<file path="src/src_cfg.svh">
// constants for the strap and reset control block
`ifndef SRC_CFG_SVH
`define SRC_CFG_SVH

// master clock period in ns
`define SRC_CLK_PERIOD_NS 100

// shortest reset pulse the board must give, and its cycles
`define SRC_MIN_RST_US 50
`define SRC_MIN_RST_CYC ((`SRC_MIN_RST_US * 1000 + `SRC_CLK_PERIOD_NS - 1) / `SRC_CLK_PERIOD_NS)

// internal reset stretch after release, and its cycles
`define SRC_STRETCH_MS 500
`define SRC_STRETCH_CYC ((`SRC_STRETCH_MS * 1000000) / `SRC_CLK_PERIOD_NS)
`define SRC_CNT_W 23

// register indices, byte address is four times the index
`define SRC_IDX_STATUS 6'h09
`define SRC_IDX_INCFG 6'h0B
`define SRC_IDX_ROLE 6'h13
`define SRC_IDX_SEQ 6'h14

// field positions
`define SRC_BIT_ROLE_STS 1
`define SRC_BIT_RATE 2
`define SRC_BIT_FSE 4
`define SRC_BIT_ROLE_CTRL 0
`define SRC_BIT_SEQ_RUN 0
`define SRC_BIT_SEQ_PAIR 1
`define SRC_BIT_SEQ_MASTER 2
`define SRC_BIT_SEQ_PVALID 3

// reset values before strap capture
`define SRC_RST_FSE 1'h0
`define SRC_RST_RATE 1'h0
`define SRC_RST_ROLE_CTRL 1'h0
`define SRC_RST_PAIR 1'h0

`endif

</file>
<file path="src/src_pkg.sv">
// types shared by the strap and reset control block
package src_pkg;

  typedef enum logic {
    SRC_HOLD = 1'b0,
    SRC_RUN  = 1'b1
  } src_state_t;

  typedef struct packed {
    logic fast_select_pin;
    logic role_pin;
    logic rate_family_pin;
  } src_straps_t;

  typedef struct packed {
    logic run;
    logic pair_valid;
    logic pair_one_three;
    logic role_master;
    logic rate_sonet;
  } src_ctrl_t;

endpackage

</file>
<file path="src/src_strap_reset.sv">
// strap capture, reset stretch, fast select and role logic
// Functional notes
// RULE1: reset input held low at least 50 us fully resets the device.
// RULE2: after reset release, internal logic stays in reset a further 500 ms.
// RULE3: during reset, fast select enable bit loads from the fast select pin.
// RULE4: after reset with fast select enabled, pin picks pair one/three or two/four.
// RULE5: after reset with fast select disabled, the fast select pin is ignored.
// RULE6: master or slave role comes from role pin combined with role control bit.
// RULE7: role pin level is reported continuously in a read-only status bit.
// RULE8: during reset, rate family bit loads from the rate family pin.
// RULE9: after reset the rate family pin is ignored; only the bit governs.
// RULE10: all logic runs from the single master clock.
// RULE11: strap and role pins pass a two-flop synchroniser before use.
// RULE12: strap defaults are latched on the last cycle of the reset stretch.
//
// Decided for this implementation: register access over AHB-Lite and the register addresses.
`timescale 1ns/100ps
`include "src_cfg.svh"

module src_strap_reset
  import src_pkg::*;
#(
  parameter int unsigned STRETCH_CYCLES = `SRC_STRETCH_CYC
) (
  // clock and reset
  input  wire logic        hclk,
  input  wire logic        hresetn,
  // ahb-lite slave
  input  wire logic        hsel,
  input  wire logic [31:0] haddr,
  input  wire logic [1:0]  htrans,
  input  wire logic        hwrite,
  input  wire logic [2:0]  hsize,
  input  wire logic [31:0] hwdata,
  input  wire logic        hready,
  output logic             hreadyout,
  output logic             hresp,
  output logic [31:0]      hrdata,
  // board straps
  input  wire src_straps_t straps,
  // control to the timing paths
  output src_ctrl_t        ctrl
);

  localparam logic [`SRC_CNT_W-1:0] LAST_CNT = `SRC_CNT_W'(STRETCH_CYCLES - 1);

  // register index of a byte address
  function automatic logic [5:0] reg_idx(input logic [31:0] a);
    reg_idx = a[7:2];
  endfunction

  // synchroniser
  src_straps_t sync1_r;
  src_straps_t sync2_r;
  src_straps_t sync1_nxt;
  src_straps_t sync2_nxt;

  // sequencer
  src_state_t             st_r;
  src_state_t             st_nxt;
  logic [`SRC_CNT_W-1:0]  cnt_r;
  logic [`SRC_CNT_W-1:0]  cnt_nxt;

  // configuration state
  logic fse_r;
  logic fse_nxt;
  logic rate_r;
  logic rate_nxt;
  logic role_ctrl_r;
  logic role_ctrl_nxt;
  logic pair_r;
  logic pair_nxt;
  logic master_r;
  logic master_nxt;

  // bus state
  logic        wr_pend_r;
  logic        wr_pend_nxt;
  logic [5:0]  idx_r;
  logic [5:0]  idx_nxt;
  logic [31:0] rdata_r;
  logic [31:0] rdata_nxt;
  logic        accept;
  logic        running;

  // read mux
  function automatic logic [31:0] rd_word(input logic [5:0] i);
    rd_word = 32'h0;
    unique case (i)
      `SRC_IDX_STATUS: begin
        // RULE7 live role level
        rd_word[`SRC_BIT_ROLE_STS] = sync2_r.role_pin;
        rd_word[`SRC_BIT_RATE]     = rate_r;
      end
      `SRC_IDX_INCFG: begin
        rd_word[`SRC_BIT_FSE] = fse_r;
      end
      `SRC_IDX_ROLE: begin
        rd_word[`SRC_BIT_ROLE_CTRL] = role_ctrl_r;
      end
      `SRC_IDX_SEQ: begin
        rd_word[`SRC_BIT_SEQ_RUN]    = running;
        rd_word[`SRC_BIT_SEQ_PAIR]   = pair_r;
        rd_word[`SRC_BIT_SEQ_MASTER] = master_r;
        rd_word[`SRC_BIT_SEQ_PVALID] = running & fse_r;
      end
      default: rd_word = 32'h0;
    endcase
  endfunction

  assign running = (st_r == SRC_RUN);

  // RULE11 two-flop pin synchroniser
  always_comb begin
    sync1_nxt = straps;
    sync2_nxt = sync1_r;
  end

  // RULE10 single master clock domain
  always_ff @(posedge hclk or negedge hresetn) begin
    if (!hresetn) begin
      // straps are only sampled once the pin reset lifts; the stretch covers it
      sync1_r <= '0;
      sync2_r <= '0;
    end else begin
      sync1_r <= sync1_nxt;
      sync2_r <= sync2_nxt;
    end
  end

  // RULE2 stretch counter holds logic in reset
  always_comb begin
    st_nxt  = st_r;
    cnt_nxt = cnt_r;
    unique case (st_r)
      SRC_HOLD: begin
        if (cnt_r == LAST_CNT) begin
          st_nxt = SRC_RUN;
        end else begin
          cnt_nxt = cnt_r + `SRC_CNT_W'(1);
        end
      end
      SRC_RUN: begin
        st_nxt = SRC_RUN;
      end
    endcase
  end

  // RULE1 any low on the reset pin restarts everything
  always_ff @(posedge hclk or negedge hresetn) begin
    if (!hresetn) begin
      st_r  <= SRC_HOLD;
      cnt_r <= '0;
    end else begin
      st_r  <= st_nxt;
      cnt_r <= cnt_nxt;
    end
  end

  // configuration bits
  always_comb begin
    fse_nxt       = fse_r;
    rate_nxt      = rate_r;
    role_ctrl_nxt = role_ctrl_r;
    pair_nxt      = pair_r;
    if (!running) begin
      // RULE3 RULE8 RULE12 load straps every hold cycle, last one sticks
      fse_nxt  = sync2_r.fast_select_pin;
      rate_nxt = sync2_r.rate_family_pin;
    end else if (wr_pend_r) begin
      unique case (idx_r)
        `SRC_IDX_INCFG:  fse_nxt       = hwdata[`SRC_BIT_FSE];
        // RULE9 only software moves the rate bit now
        `SRC_IDX_STATUS: rate_nxt      = hwdata[`SRC_BIT_RATE];
        `SRC_IDX_ROLE:   role_ctrl_nxt = hwdata[`SRC_BIT_ROLE_CTRL];
        default:         fse_nxt       = fse_r;
      endcase
    end
    // a disabled pair keeps its last choice so the path does not hop
    // RULE4 RULE5 pin steers the pair only when enabled
    if (running && fse_r) begin
      pair_nxt = sync2_r.fast_select_pin;
    end
    // RULE6 control bit inverts the pin sense
    master_nxt = sync2_r.role_pin ^ role_ctrl_r;
  end

  always_ff @(posedge hclk or negedge hresetn) begin
    if (!hresetn) begin
      fse_r       <= `SRC_RST_FSE;
      rate_r      <= `SRC_RST_RATE;
      role_ctrl_r <= `SRC_RST_ROLE_CTRL;
      pair_r      <= `SRC_RST_PAIR;
      master_r    <= 1'b0;
    end else begin
      fse_r       <= fse_nxt;
      rate_r      <= rate_nxt;
      role_ctrl_r <= role_ctrl_nxt;
      pair_r      <= pair_nxt;
      master_r    <= master_nxt;
    end
  end

  // bus slave, zero wait states; writes during the stretch are dropped
  assign accept = hsel & hready & htrans[1];

  always_comb begin
    wr_pend_nxt = accept & hwrite;
    idx_nxt     = accept ? reg_idx(haddr) : idx_r;
    rdata_nxt   = (accept && !hwrite) ? rd_word(reg_idx(haddr)) : 32'h0;
  end

  always_ff @(posedge hclk or negedge hresetn) begin
    if (!hresetn) begin
      wr_pend_r <= 1'b0;
      idx_r     <= 6'h00;
      rdata_r   <= 32'h0;
    end else begin
      wr_pend_r <= wr_pend_nxt;
      idx_r     <= idx_nxt;
      rdata_r   <= rdata_nxt;
    end
  end

  assign hreadyout = 1'b1;
  assign hresp     = 1'b0;
  assign hrdata    = rdata_r;

  // one driver for the whole bundle
  assign ctrl = '{
    run:            running,
    pair_valid:     running & fse_r,
    pair_one_three: pair_r,
    role_master:    master_r,
    rate_sonet:     rate_r
  };
endmodule

</file>
<file path="config.mk">
export PLATFORM = sky130hd
export DESIGN_NAME = src_strap_reset
export DESIGN_NICKNAME = d
export VERILOG_FILES = /design/src/src_pkg.sv /design/src/src_strap_reset.sv
export VERILOG_INCLUDE_DIRS = /design/src
export SDC_FILE = /design/constraint.sdc
export NUM_CORES = 1
export LEC_CHECK = 0
export BUFFER_PORTS_ARGS = -buffer_cell sky130_fd_sc_hd__clkbuf_2
export CAP_MARGIN = 30
export CORE_ASPECT_RATIO = 0.6
export CORE_MARGIN = 2
export CORE_UTILIZATION = 35
export DETAILED_ROUTE_END_ITERATION = 12
export PLACE_DENSITY = 0.65
export SYNTH_ARGS = -nofsm -noshare
export SYNTH_HDL_FRONTEND = slang
export SYNTH_SLANG_ARGS = --single-unit
</file>
<file path="constraint.sdc">
create_clock -name hclk -period 5.7 [get_ports hclk]
set_clock_uncertainty 0.15 [all_clocks]
set_input_delay 1.71 -clock hclk [delete_from_list [all_inputs] [get_ports hclk]]
set_output_delay 1.71 -clock hclk [all_outputs]
set_load 0.01 [all_outputs]
</file>
==> impl_metrics.tcl, run 1 <==
set metrics [dict create \
    status "complete, no violations" \
    cp_max_fo 11 \
    worstPathArrival_ps 1310 \
    cts_tree "yes" \
    worstSetupStartpoint "running" \
    placedInstanceArea_um2 2400 \
    drt-wirelength-per-cell_um 12.5 \
    post-cts-setup-buffer-count 0 \
    fmax_mhz 315 \
    insertion_delay_ps 300 \
    cts_buffer_depth 2 \
    p_switching_mw 0.140 \
    htreeDepth 2 \
    grt_pass1_vias 1169 \
    cp.required_ps 3840 \
    drtAntennaViolNets 0 \
    root_buffer "clkbuf_8" \
    clkPwrFrac 0.332 \
    clock-sinks 47 \
    setup_ws_ps 2530 \
    holdWs_ps 203 \
    rr_startpoint "cnt_r[15]" \
    power_mw 0.585 \
    grtUsageTotal 0.116 \
    setup_viol 0 \
    num_rows 22 \
    p_int_mw 0.445 \
    ys_types 38 \
    synth_compound_area_frac 0.0244 \
    slowest_stage "dfrtp_1" \
    drc 0 \
    hp-start "sync1_r[1]" \
    syn_area_um2 2310 \
    die_x_um 109 \
    fin_tns_setup_ps 0 \
    max_slew.worst_pin.slew_ps 566 \
    cts_resized 0 \
    slew_headroom 0.623 \
    switching_share 0.240 \
    synth.area.mux_share 0.0525 \
    seqPwrFrac 0.603 \
    cts_buffers 5 \
    comb_power_share 0.065 \
    cts_hold_buf 0 \
    synth_edf_count 0 \
    synth-simple-area-share 0.202 \
    fp.dieH_um 66.9 \
    final_max_slew_viol_count 0 \
    period_share 0.556 \
    gp_congestion 0.772 \
    min_period_ps 3170 \
    initial_core_util 0.370 \
    cp_top_family "flip-flops" \
    hold_viol 0 \
    synthCells 202 \
    min_path_type "reg2reg" \
    grt_overflow 0 \
    place_ws_ps 2570 \
    synth_fa_ha_area_frac 0.00542 \
    syn_avg_cell_area_um2 11.4 \
    cp.buffers_inverters 2 \
    rsz0062_at_grt "no" \
    final_cell_mix "dfrtp_1 (47), conb_1 (29), clkbuf_2 (27), nor2_1 (15)" \
    final_util 0.397 \
    synth_top_family_by_area "simple AND/OR/NAND/NOR gates" \
    vias 1366 \
    dpl.hpwl_mm 2.94 \
    critPathKind "reg2out" \
    worst_ir_drop_vdd_mv 0.0908 \
    crit_chain "nand2_1, inv_1, clkbuf_2" \
    cpPeakStageDelay_ps 600 \
    synthFlopType "dfrtp_1" \
    synth_seq_cells 47 \
    pwr_density_cell_nw_per_um2 236 \
    final_nets 307 \
    final_common_cell "dfrtp_1" \
    placedCellCount 306 \
    clk_pin_slew_ps 80 \
    wl_mm 3.91 \
    p_leak_nw 1.18 \
    vias_per_cell 4.35 \
    maxCapViolCount 0 \
    drive_gt1_frac 0.209 \
    grt_pass1_wl_mm 6.12 \
    die_area_um2 7290 \
    start_kind "flop" \
    synth_seq_area_share 0.509 \
    yosysWarnings 0 \
    synthXorXnorAreaFrac 0.0834 \
    antenna_found_initial 0 \
    portBuffers 27 \
    synthArstFlopShare 1.00 \
    postLayoutCellArea_um2 2480 \
    diodes 0 \
    dr.first_iter.drc_count 76 \
    first_pass_iters 4 \
    area_growth_pct 7.42 \
    io_pins 116 \
    core_area_um2 6250 \
    stdcell_count 314 \
    grt_max_degree 48 \
    crit_path_end_kind "output pin" \
]
-- worst reg2reg max path, stage by stage, from the launching register on --
cell     delay [ps]
dfrtp_1         450
or4_1           560
nor4_2          360
and4_1          530
nor4_2          120
xor2_1          160
-- worst paths after layout --
path,end,slack [ps],cells past startpoint
setup reg to reg,cnt_r[17],3250,5
hold reg to reg,sync2_r[1],200,0
hold / removal,sync2_r[1],200,0
min in group asynchronous,sync1_r[2],1340,2
max in group asynchronous,cnt_r[20],3680,2
setup / recovery,ctrl[3],2530,3
-- registers in the layout (all words and copies together) (netlist names) --
| name | count |
|---|---|
| rate_r | 1 |
| running | 1 |
| pair_r | 1 |
| idx_r | 6 |
| fse_r | 1 |
| role_ctrl_r | 1 |
| hrdata | 5 |
| sync2_r | 3 |
| cnt_r | 23 |
| master_r | 1 |
| sync1_r | 3 |
| wr_pend_r | 1 |
-- power groups by stage --
stage          combinational [mW]  sequential, mW  clock [mW]
4_1_cts                    0.0386           0.353       0.200
3_5_place_dp               0.0385           0.360           0
5_1_grt                    0.0439           0.355       0.216
6_report                   0.0380           0.353       0.194
2_1_floorplan              0.0374           0.357           0
3_3_place_gp               0.0377           0.359           0
-- layer usage --
metal,share of wire,up-vias,routed length (um),GRT usage
met5,0,-,0,0
met3,0.056,4,219,0.0313
met2,0.36,40,1390,0.120
met1,0.57,640,2230,0.194
met4,0.018,0,72,0.0625
li1,-,682,-,-
-- Yosys cell counts, types with 2 or more instances --
cell | count | area share
a21oi_1 | 2 | 0.0043
a22oi_1 | 2 | 0.0065
and3_1 | 3 | 0.0081
and4_1 | 2 | 0.0076
and4b_1 | 2 | 0.0087
buf_4 | 33 | 0.11
conb_1 | 2 | 0.0033
dfrtp_1 | 47 | 0.51
inv_1 | 4 | 0.0065
mux2_1 | 8 | 0.039
mux2i_1 | 2 | 0.0087
nand2_1 | 14 | 0.023
nand3_1 | 11 | 0.024
nor2_1 | 15 | 0.024
nor3_1 | 4 | 0.0087
nor3_2 | 4 | 0.017
nor3b_1 | 4 | 0.013
nor4_2 | 2 | 0.011
or4_1 | 2 | 0.0065
xnor2_1 | 8 | 0.030
xor2_1 | 14 | 0.053
-- logic make-up (layout without fill, tap and decap cells) --
kind of cell               count (synthesis)  after routing
AOI/OAI and AO/OA                          7              7
xor gates and xnor gates                  22             22
adders and majority gates                  1              1
buffers and inverters                     39             40
DFF                                       47             47
muxes                                     11             11
other                                      2             29
and+or+nand+nor                           73             73
-- area by class of cell --
type,count,area (um^2)
tap,84,105
timing repair buffer,28,143
inverter,4,15.0
clock buffer,6,72.6
multi-input combinational,143,957
clock inverter,2,12.5
fill,626,3770
sequential,47,1180
Note: power is estimated with default switching activity, not from simulation.
==> inputs of run 2 (changes only) <==
- PLACE_DENSITY: 0.65 -> 0.67
- clock period: 5.7 -> 2.9 ns (I/O delays scaled with it)
==> run 2 against run 1 <==
Register-to-register slack lost 2900 ps. Clock-buffer cell count is the same. First-iteration DRC count decreased by 14%. Cell area increased by 2.7%. Wire length rose by 1.6%. Clock power rose to 2.9 times the previous value. Combinational power rose by 100%. Via count is 4.0% higher. Die area is the same. Critical path type is now reg2reg. Highest routed layer unchanged.
==> impl_metrics.tcl, run 2 (same netlist as run 1, synthesis figures left out) <==
set metrics [dict create \
    status "complete, no violations" \
    cts_buffer_depth 2 \
    largest_register_ffs 23 \
    die_x_um 109 \
    maxUsedRoutingLayer "met4" \
    min_path_type "reg2reg" \
    area_growth_pct 10.3 \
    insertion_delay_ps 300 \
    fmax_mhz 386 \
    cp.buffers_inverters 0 \
    die_area_um2 7290 \
    cts_resized 0 \
    hold_viol 0 \
    crit_path_end_kind "flop" \
    grt_pass1_wl_mm 6.35 \
    wl_mm 3.97 \
    core_area_um2 6250 \
    worst_ir_drop_vdd_mv 0.211 \
    first_pass_iters 4 \
    drive_gt1_frac 0.212 \
    max_slew.worst_pin.slew_ps 615 \
    final_cell_mix "dfrtp_1 (47), conb_1 (29), clkbuf_2 (27), nor2_1 (15)" \
    clock-sinks 47 \
    drtAntennaViolNets 0 \
    cp.required_ps 2930 \
    gp_congestion 0.837 \
    holdPathEnd "sync2_r[0]" \
    cts_buffers 5 \
    maxCapViolCount 0 \
    reg2reg_depth 5 \
    hp-start "sync1_r[0]" \
    post-cts-setup-buffer-count 0 \
    cpPeakStageDelay_ps 570 \
    diodes 0 \
    num_rows 22 \
    initial_core_util 0.370 \
    fp.dieH_um 66.9 \
    critPathKind "reg2reg" \
    top_register "cnt_r" \
    rsz0062_at_grt "no" \
    hold_depth 0 \
    final_nets 308 \
    grt_pass1_vias 1237 \
    root_buffer "clkbuf_8" \
    fin_tns_setup_ps 0 \
    cts_hold_buf 0 \
    slew_headroom 0.590 \
    grtUsageTotal 0.117 \
    drc 0 \
    worstReg2RegEnd "cnt_r[3]" \
    dr.first_iter.drc_count 65 \
    dpl.hpwl_mm 3.06 \
    postLayoutCellArea_um2 2550 \
    p_leak_nw 1.21 \
    crit_chain "or4_1, nor4_2, and4_1, nor2_1, xor2_1" \
    grt_max_degree 25 \
    pwr_density_cell_nw_per_um2 525 \
    setup_viol 0 \
    cp_top_family "simple AND/OR/NAND/NOR gates" \
    cts_tree "yes" \
    period_share 0.894 \
    cp_max_fo 8 \
    slowest_stage "or4_1" \
    rr_startpoint "cnt_r[15]" \
    clk_pin_slew_ps 90 \
    start_kind "flop" \
    vias 1420 \
    min_period_ps 2590 \
    r2r_setup_slack_ps 310 \
    portBuffers 27 \
    wl_met3_um 281 \
    wirelength_met1_mm 2.12 \
    io_pins 116 \
    worstPathArrival_ps 2620 \
    drt-wirelength-per-cell_um 12.6 \
    vias_per_cell 4.51 \
    placedInstanceArea_um2 2420 \
    antenna_found_initial 0 \
    htreeDepth 2 \
    wl_met2_mm 1.56 \
    grt_overflow 0 \
    final_common_cell "dfrtp_1" \
    final_max_slew_viol_count 0 \
]
## run 2: cell count changes in the layout (fill, tap and decap cells not counted)
cell / delta
buf_12: +1
bufinv_16: +2
clkinv_2: -1
clkinvlp_4: -1
## run 2: layout make-up
class / instances / area [um^2]
clock buffers: 6 / 72.6
clock inverters: 2 / 60.1
fillers: 607 / 3700
inverters: 4 / 15.0
multi-input cells: 143 / 957
flip-flops and latches: 47 / 1180
well taps: 84 / 105
repair buffers: 29 / 163
## run 2: worst max path at each step
stage,startpoint,endpoint,slack (ps),cells after the start
after floorplan,cnt_r[15],cnt_r[13],810,6
after global placement,cnt_r[15],cnt_r[3],380,5
after detailed placement,cnt_r[15],cnt_r[19],380,5
after CTS,cnt_r[15],cnt_r[3],300,5
after global routing,cnt_r[15],cnt_r[11],240,5
final,cnt_r[15],cnt_r[3],310,5
## run 2: worst register-to-register path: cells and delay by family (launching register included)
family | cells | cell delay, ps
XOR/XNOR | 1 | 160
flip-flops | 1 | 440
AND/OR/NAND/NOR | 4 | 1730
## run 2: metrics by stage
stage,total power [mW],utilization,setup WS [ps],hold WS (ps),std cells
2_1_floorplan,0.776,-,807,181,229
3_3_place_gp,0.783,0.387,380,187,307
3_5_place_dp,0.786,0.387,378,193,307
4_1_cts,1.35,0.408,299,212,315
5_1_grt,1.39,0.408,236,226,315
6_report,1.34,0.408,307,211,315
## run 2: layer usage
| metal | GRT usage | vias up |
|---|---|---|
| li1 | - | 682 |
| met1 | 0.191 | 685 |
| met2 | 0.144 | 50 |
| met3 | 0.0303 | 3 |
| met4 | 0.0288 | 0 |
| met5 | 0 | - |
## run 2: where the power goes
part	internal, mW	switching, mW	leakage, nW
combinational	0.0282	0.0487	0.538
clock	0.345	0.222	0.0654
sequential	0.679	0.0159	0.606
==> inputs of run 3 (changes only) <==
- PLACE_DENSITY: 0.67 -> 0.65
==> run 3 against run 2 <==
Clock-buffer cell count is 1 lower. Total power is 14% lower. Critical endpoint is now cnt_r[13]. Global-route usage is 0.26 points lower. Sequential cell count stayed put. Wire length is 1.3% lower. Sequential power hardly changed. Cell area is 2.5% lower. Die area stayed put. Non-clock buffer count is 1 lower. Register-to-register slack better by 150 ps. Combinational power is 2.7% lower. Largest cell class unchanged.
==> impl_metrics.tcl, run 3 (same netlist as run 1, synthesis figures left out) <==
set metrics [dict create \
    status "complete, no violations" \
    die_area_um2 7290 \
    top_register "cnt_r" \
    placedInstanceArea_um2 2400 \
    dpl.hpwl_mm 2.99 \
    p_switching_mw 0.279 \
    drtAntennaViolNets 0 \
    diodes 0 \
    first_pass_iters 4 \
    insertion_delay_ps 300 \
    slew_headroom 0.612 \
    grtUsageTotal 0.114 \
    postLayoutCellArea_um2 2480 \
    cp.required_ps 2920 \
    period_share 0.844 \
    area_growth_pct 7.58 \
    p_int_mw 0.873 \
    rsz0062_at_grt "no" \
    post-cts-setup-buffer-count 0 \
    root_buffer "clkbuf_8" \
    cts_buffers 5 \
    seq_area_um2 1180 \
    fin_tns_setup_ps 0 \
    grt_max_degree 48 \
    maxCapViolCount 0 \
    min_path_type "reg2reg" \
    drive_gt1_frac 0.213 \
    grt_pass1_wl_mm 6.31 \
    setup_viol 0 \
    seqPwrFrac 0.602 \
    die_x_um 109 \
    comb_power_share 0.065 \
    antenna_found_initial 0 \
    pwr_density_cell_nw_per_um2 464 \
    multi_input_area_um2 957 \
    wl_mm 3.92 \
    portBuffers 27 \
    final_common_cell "dfrtp_1" \
    clk_pin_slew_ps 90 \
    grt_overflow 0 \
    min_period_ps 2450 \
    grt_pass1_vias 1231 \
    cts_resized 0 \
    cts_tree "yes" \
    num_rows 22 \
    critPathKind "reg2reg" \
    final_nets 307 \
    fillers 627 \
    largest_register_ffs 23 \
    io_pins 116 \
    core_area_um2 6250 \
    initial_core_util 0.370 \
    fmax_mhz 409 \
    final_max_slew_viol_count 0 \
    gp_congestion 0.762 \
    vias 1377 \
    clkPwrFrac 0.333 \
    cp_max_fo 8 \
    cts_buffer_depth 2 \
    drc 0 \
    p_leak_nw 1.17 \
    dr.first_iter.drc_count 65 \
    cts_hold_buf 0 \
    worstPathArrival_ps 2460 \
    crit_path_end_kind "flop" \
    place_ws_ps 474 \
    drt-wirelength-per-cell_um 12.5 \
    vias_per_cell 4.39 \
    fp.dieH_um 66.9 \
    hold_viol 0 \
    final_cell_mix "dfrtp_1 (47), conb_1 (29), clkbuf_2 (27), nor2_1 (15)" \
    htreeDepth 2 \
    clock-sinks 47 \
    worst_ir_drop_vdd_mv 0.184 \
    max_slew.worst_pin.slew_ps 582 \
    switching_share 0.242 \
    setup_ws_ps 454 \
    start_kind "flop" \
]
[run 3: cell count changes in the layout (fill, tap and decap cells not counted), sizes merged]
cell,change
clkinvlp,+2
clkbuf,-1
bufinv,-2
buf,-1
clkinv,+1
[run 3: layer usage]
metal,vias to the layer above,wire [um],global-route usage
li1,682,-,-
met1,659,2140,0.184
met2,34,1560,0.136
met3,2,209,0.0342
met4,0,14,0.0385
met5,-,0,0
[run 3: power by group through the flow]
stage	Clock, mW	Combinational (mW)	Sequential (mW)
global placement	0	0.0741	0.706
floorplan	0	0.0735	0.702
finish	0.384	0.0748	0.693
global route	0.434	0.0867	0.697
CTS	0.397	0.0760	0.693
detailed placement	0	0.0758	0.707
[run 3: final cells by class]
cell class / count / area share
sequential: 47 / 0.473
clock buffer: 5 / 0.0277
inverter: 4 / 0.00604
multi-input combinational: 143 / 0.385
tap: 84 / 0.0423
timing repair buffer: 28 / 0.0574
clock inverter: 3 / 0.00806
[run 3: worst paths after layout]
kind                       slack (ps)         end  cells past startpoint        from
max reg2reg                       450   cnt_r[13]                      5   cnt_r[15]
min in group asynchronous         500   cnt_r[10]                      2     hresetn
max in group asynchronous        1700    cnt_r[6]                      2     hresetn
min reg2reg                       200  sync2_r[1]                      0  sync1_r[1]
min                               200  sync2_r[1]                      0  sync1_r[1]
max                               450   cnt_r[13]                      5   cnt_r[15]
[run 3: metrics by stage]
stage          std cells  power [mW]  hold WS [ps]  utilization
6_report             314        1.15           204        0.398
5_1_grt              314        1.22           221        0.398
4_1_cts              314        1.17           204        0.398
3_5_place_dp         306       0.782           185        0.383
3_3_place_gp         306       0.780           184        0.383
2_1_floorplan        229       0.776           181            -
[run 3: critical path, cell delays in order (launching register included)]
cell,delay (ps)
dfrtp_1,460
or4_1,570
nor4_2,350
and4_1,520
nor4bb_2,110
xor2_1,160
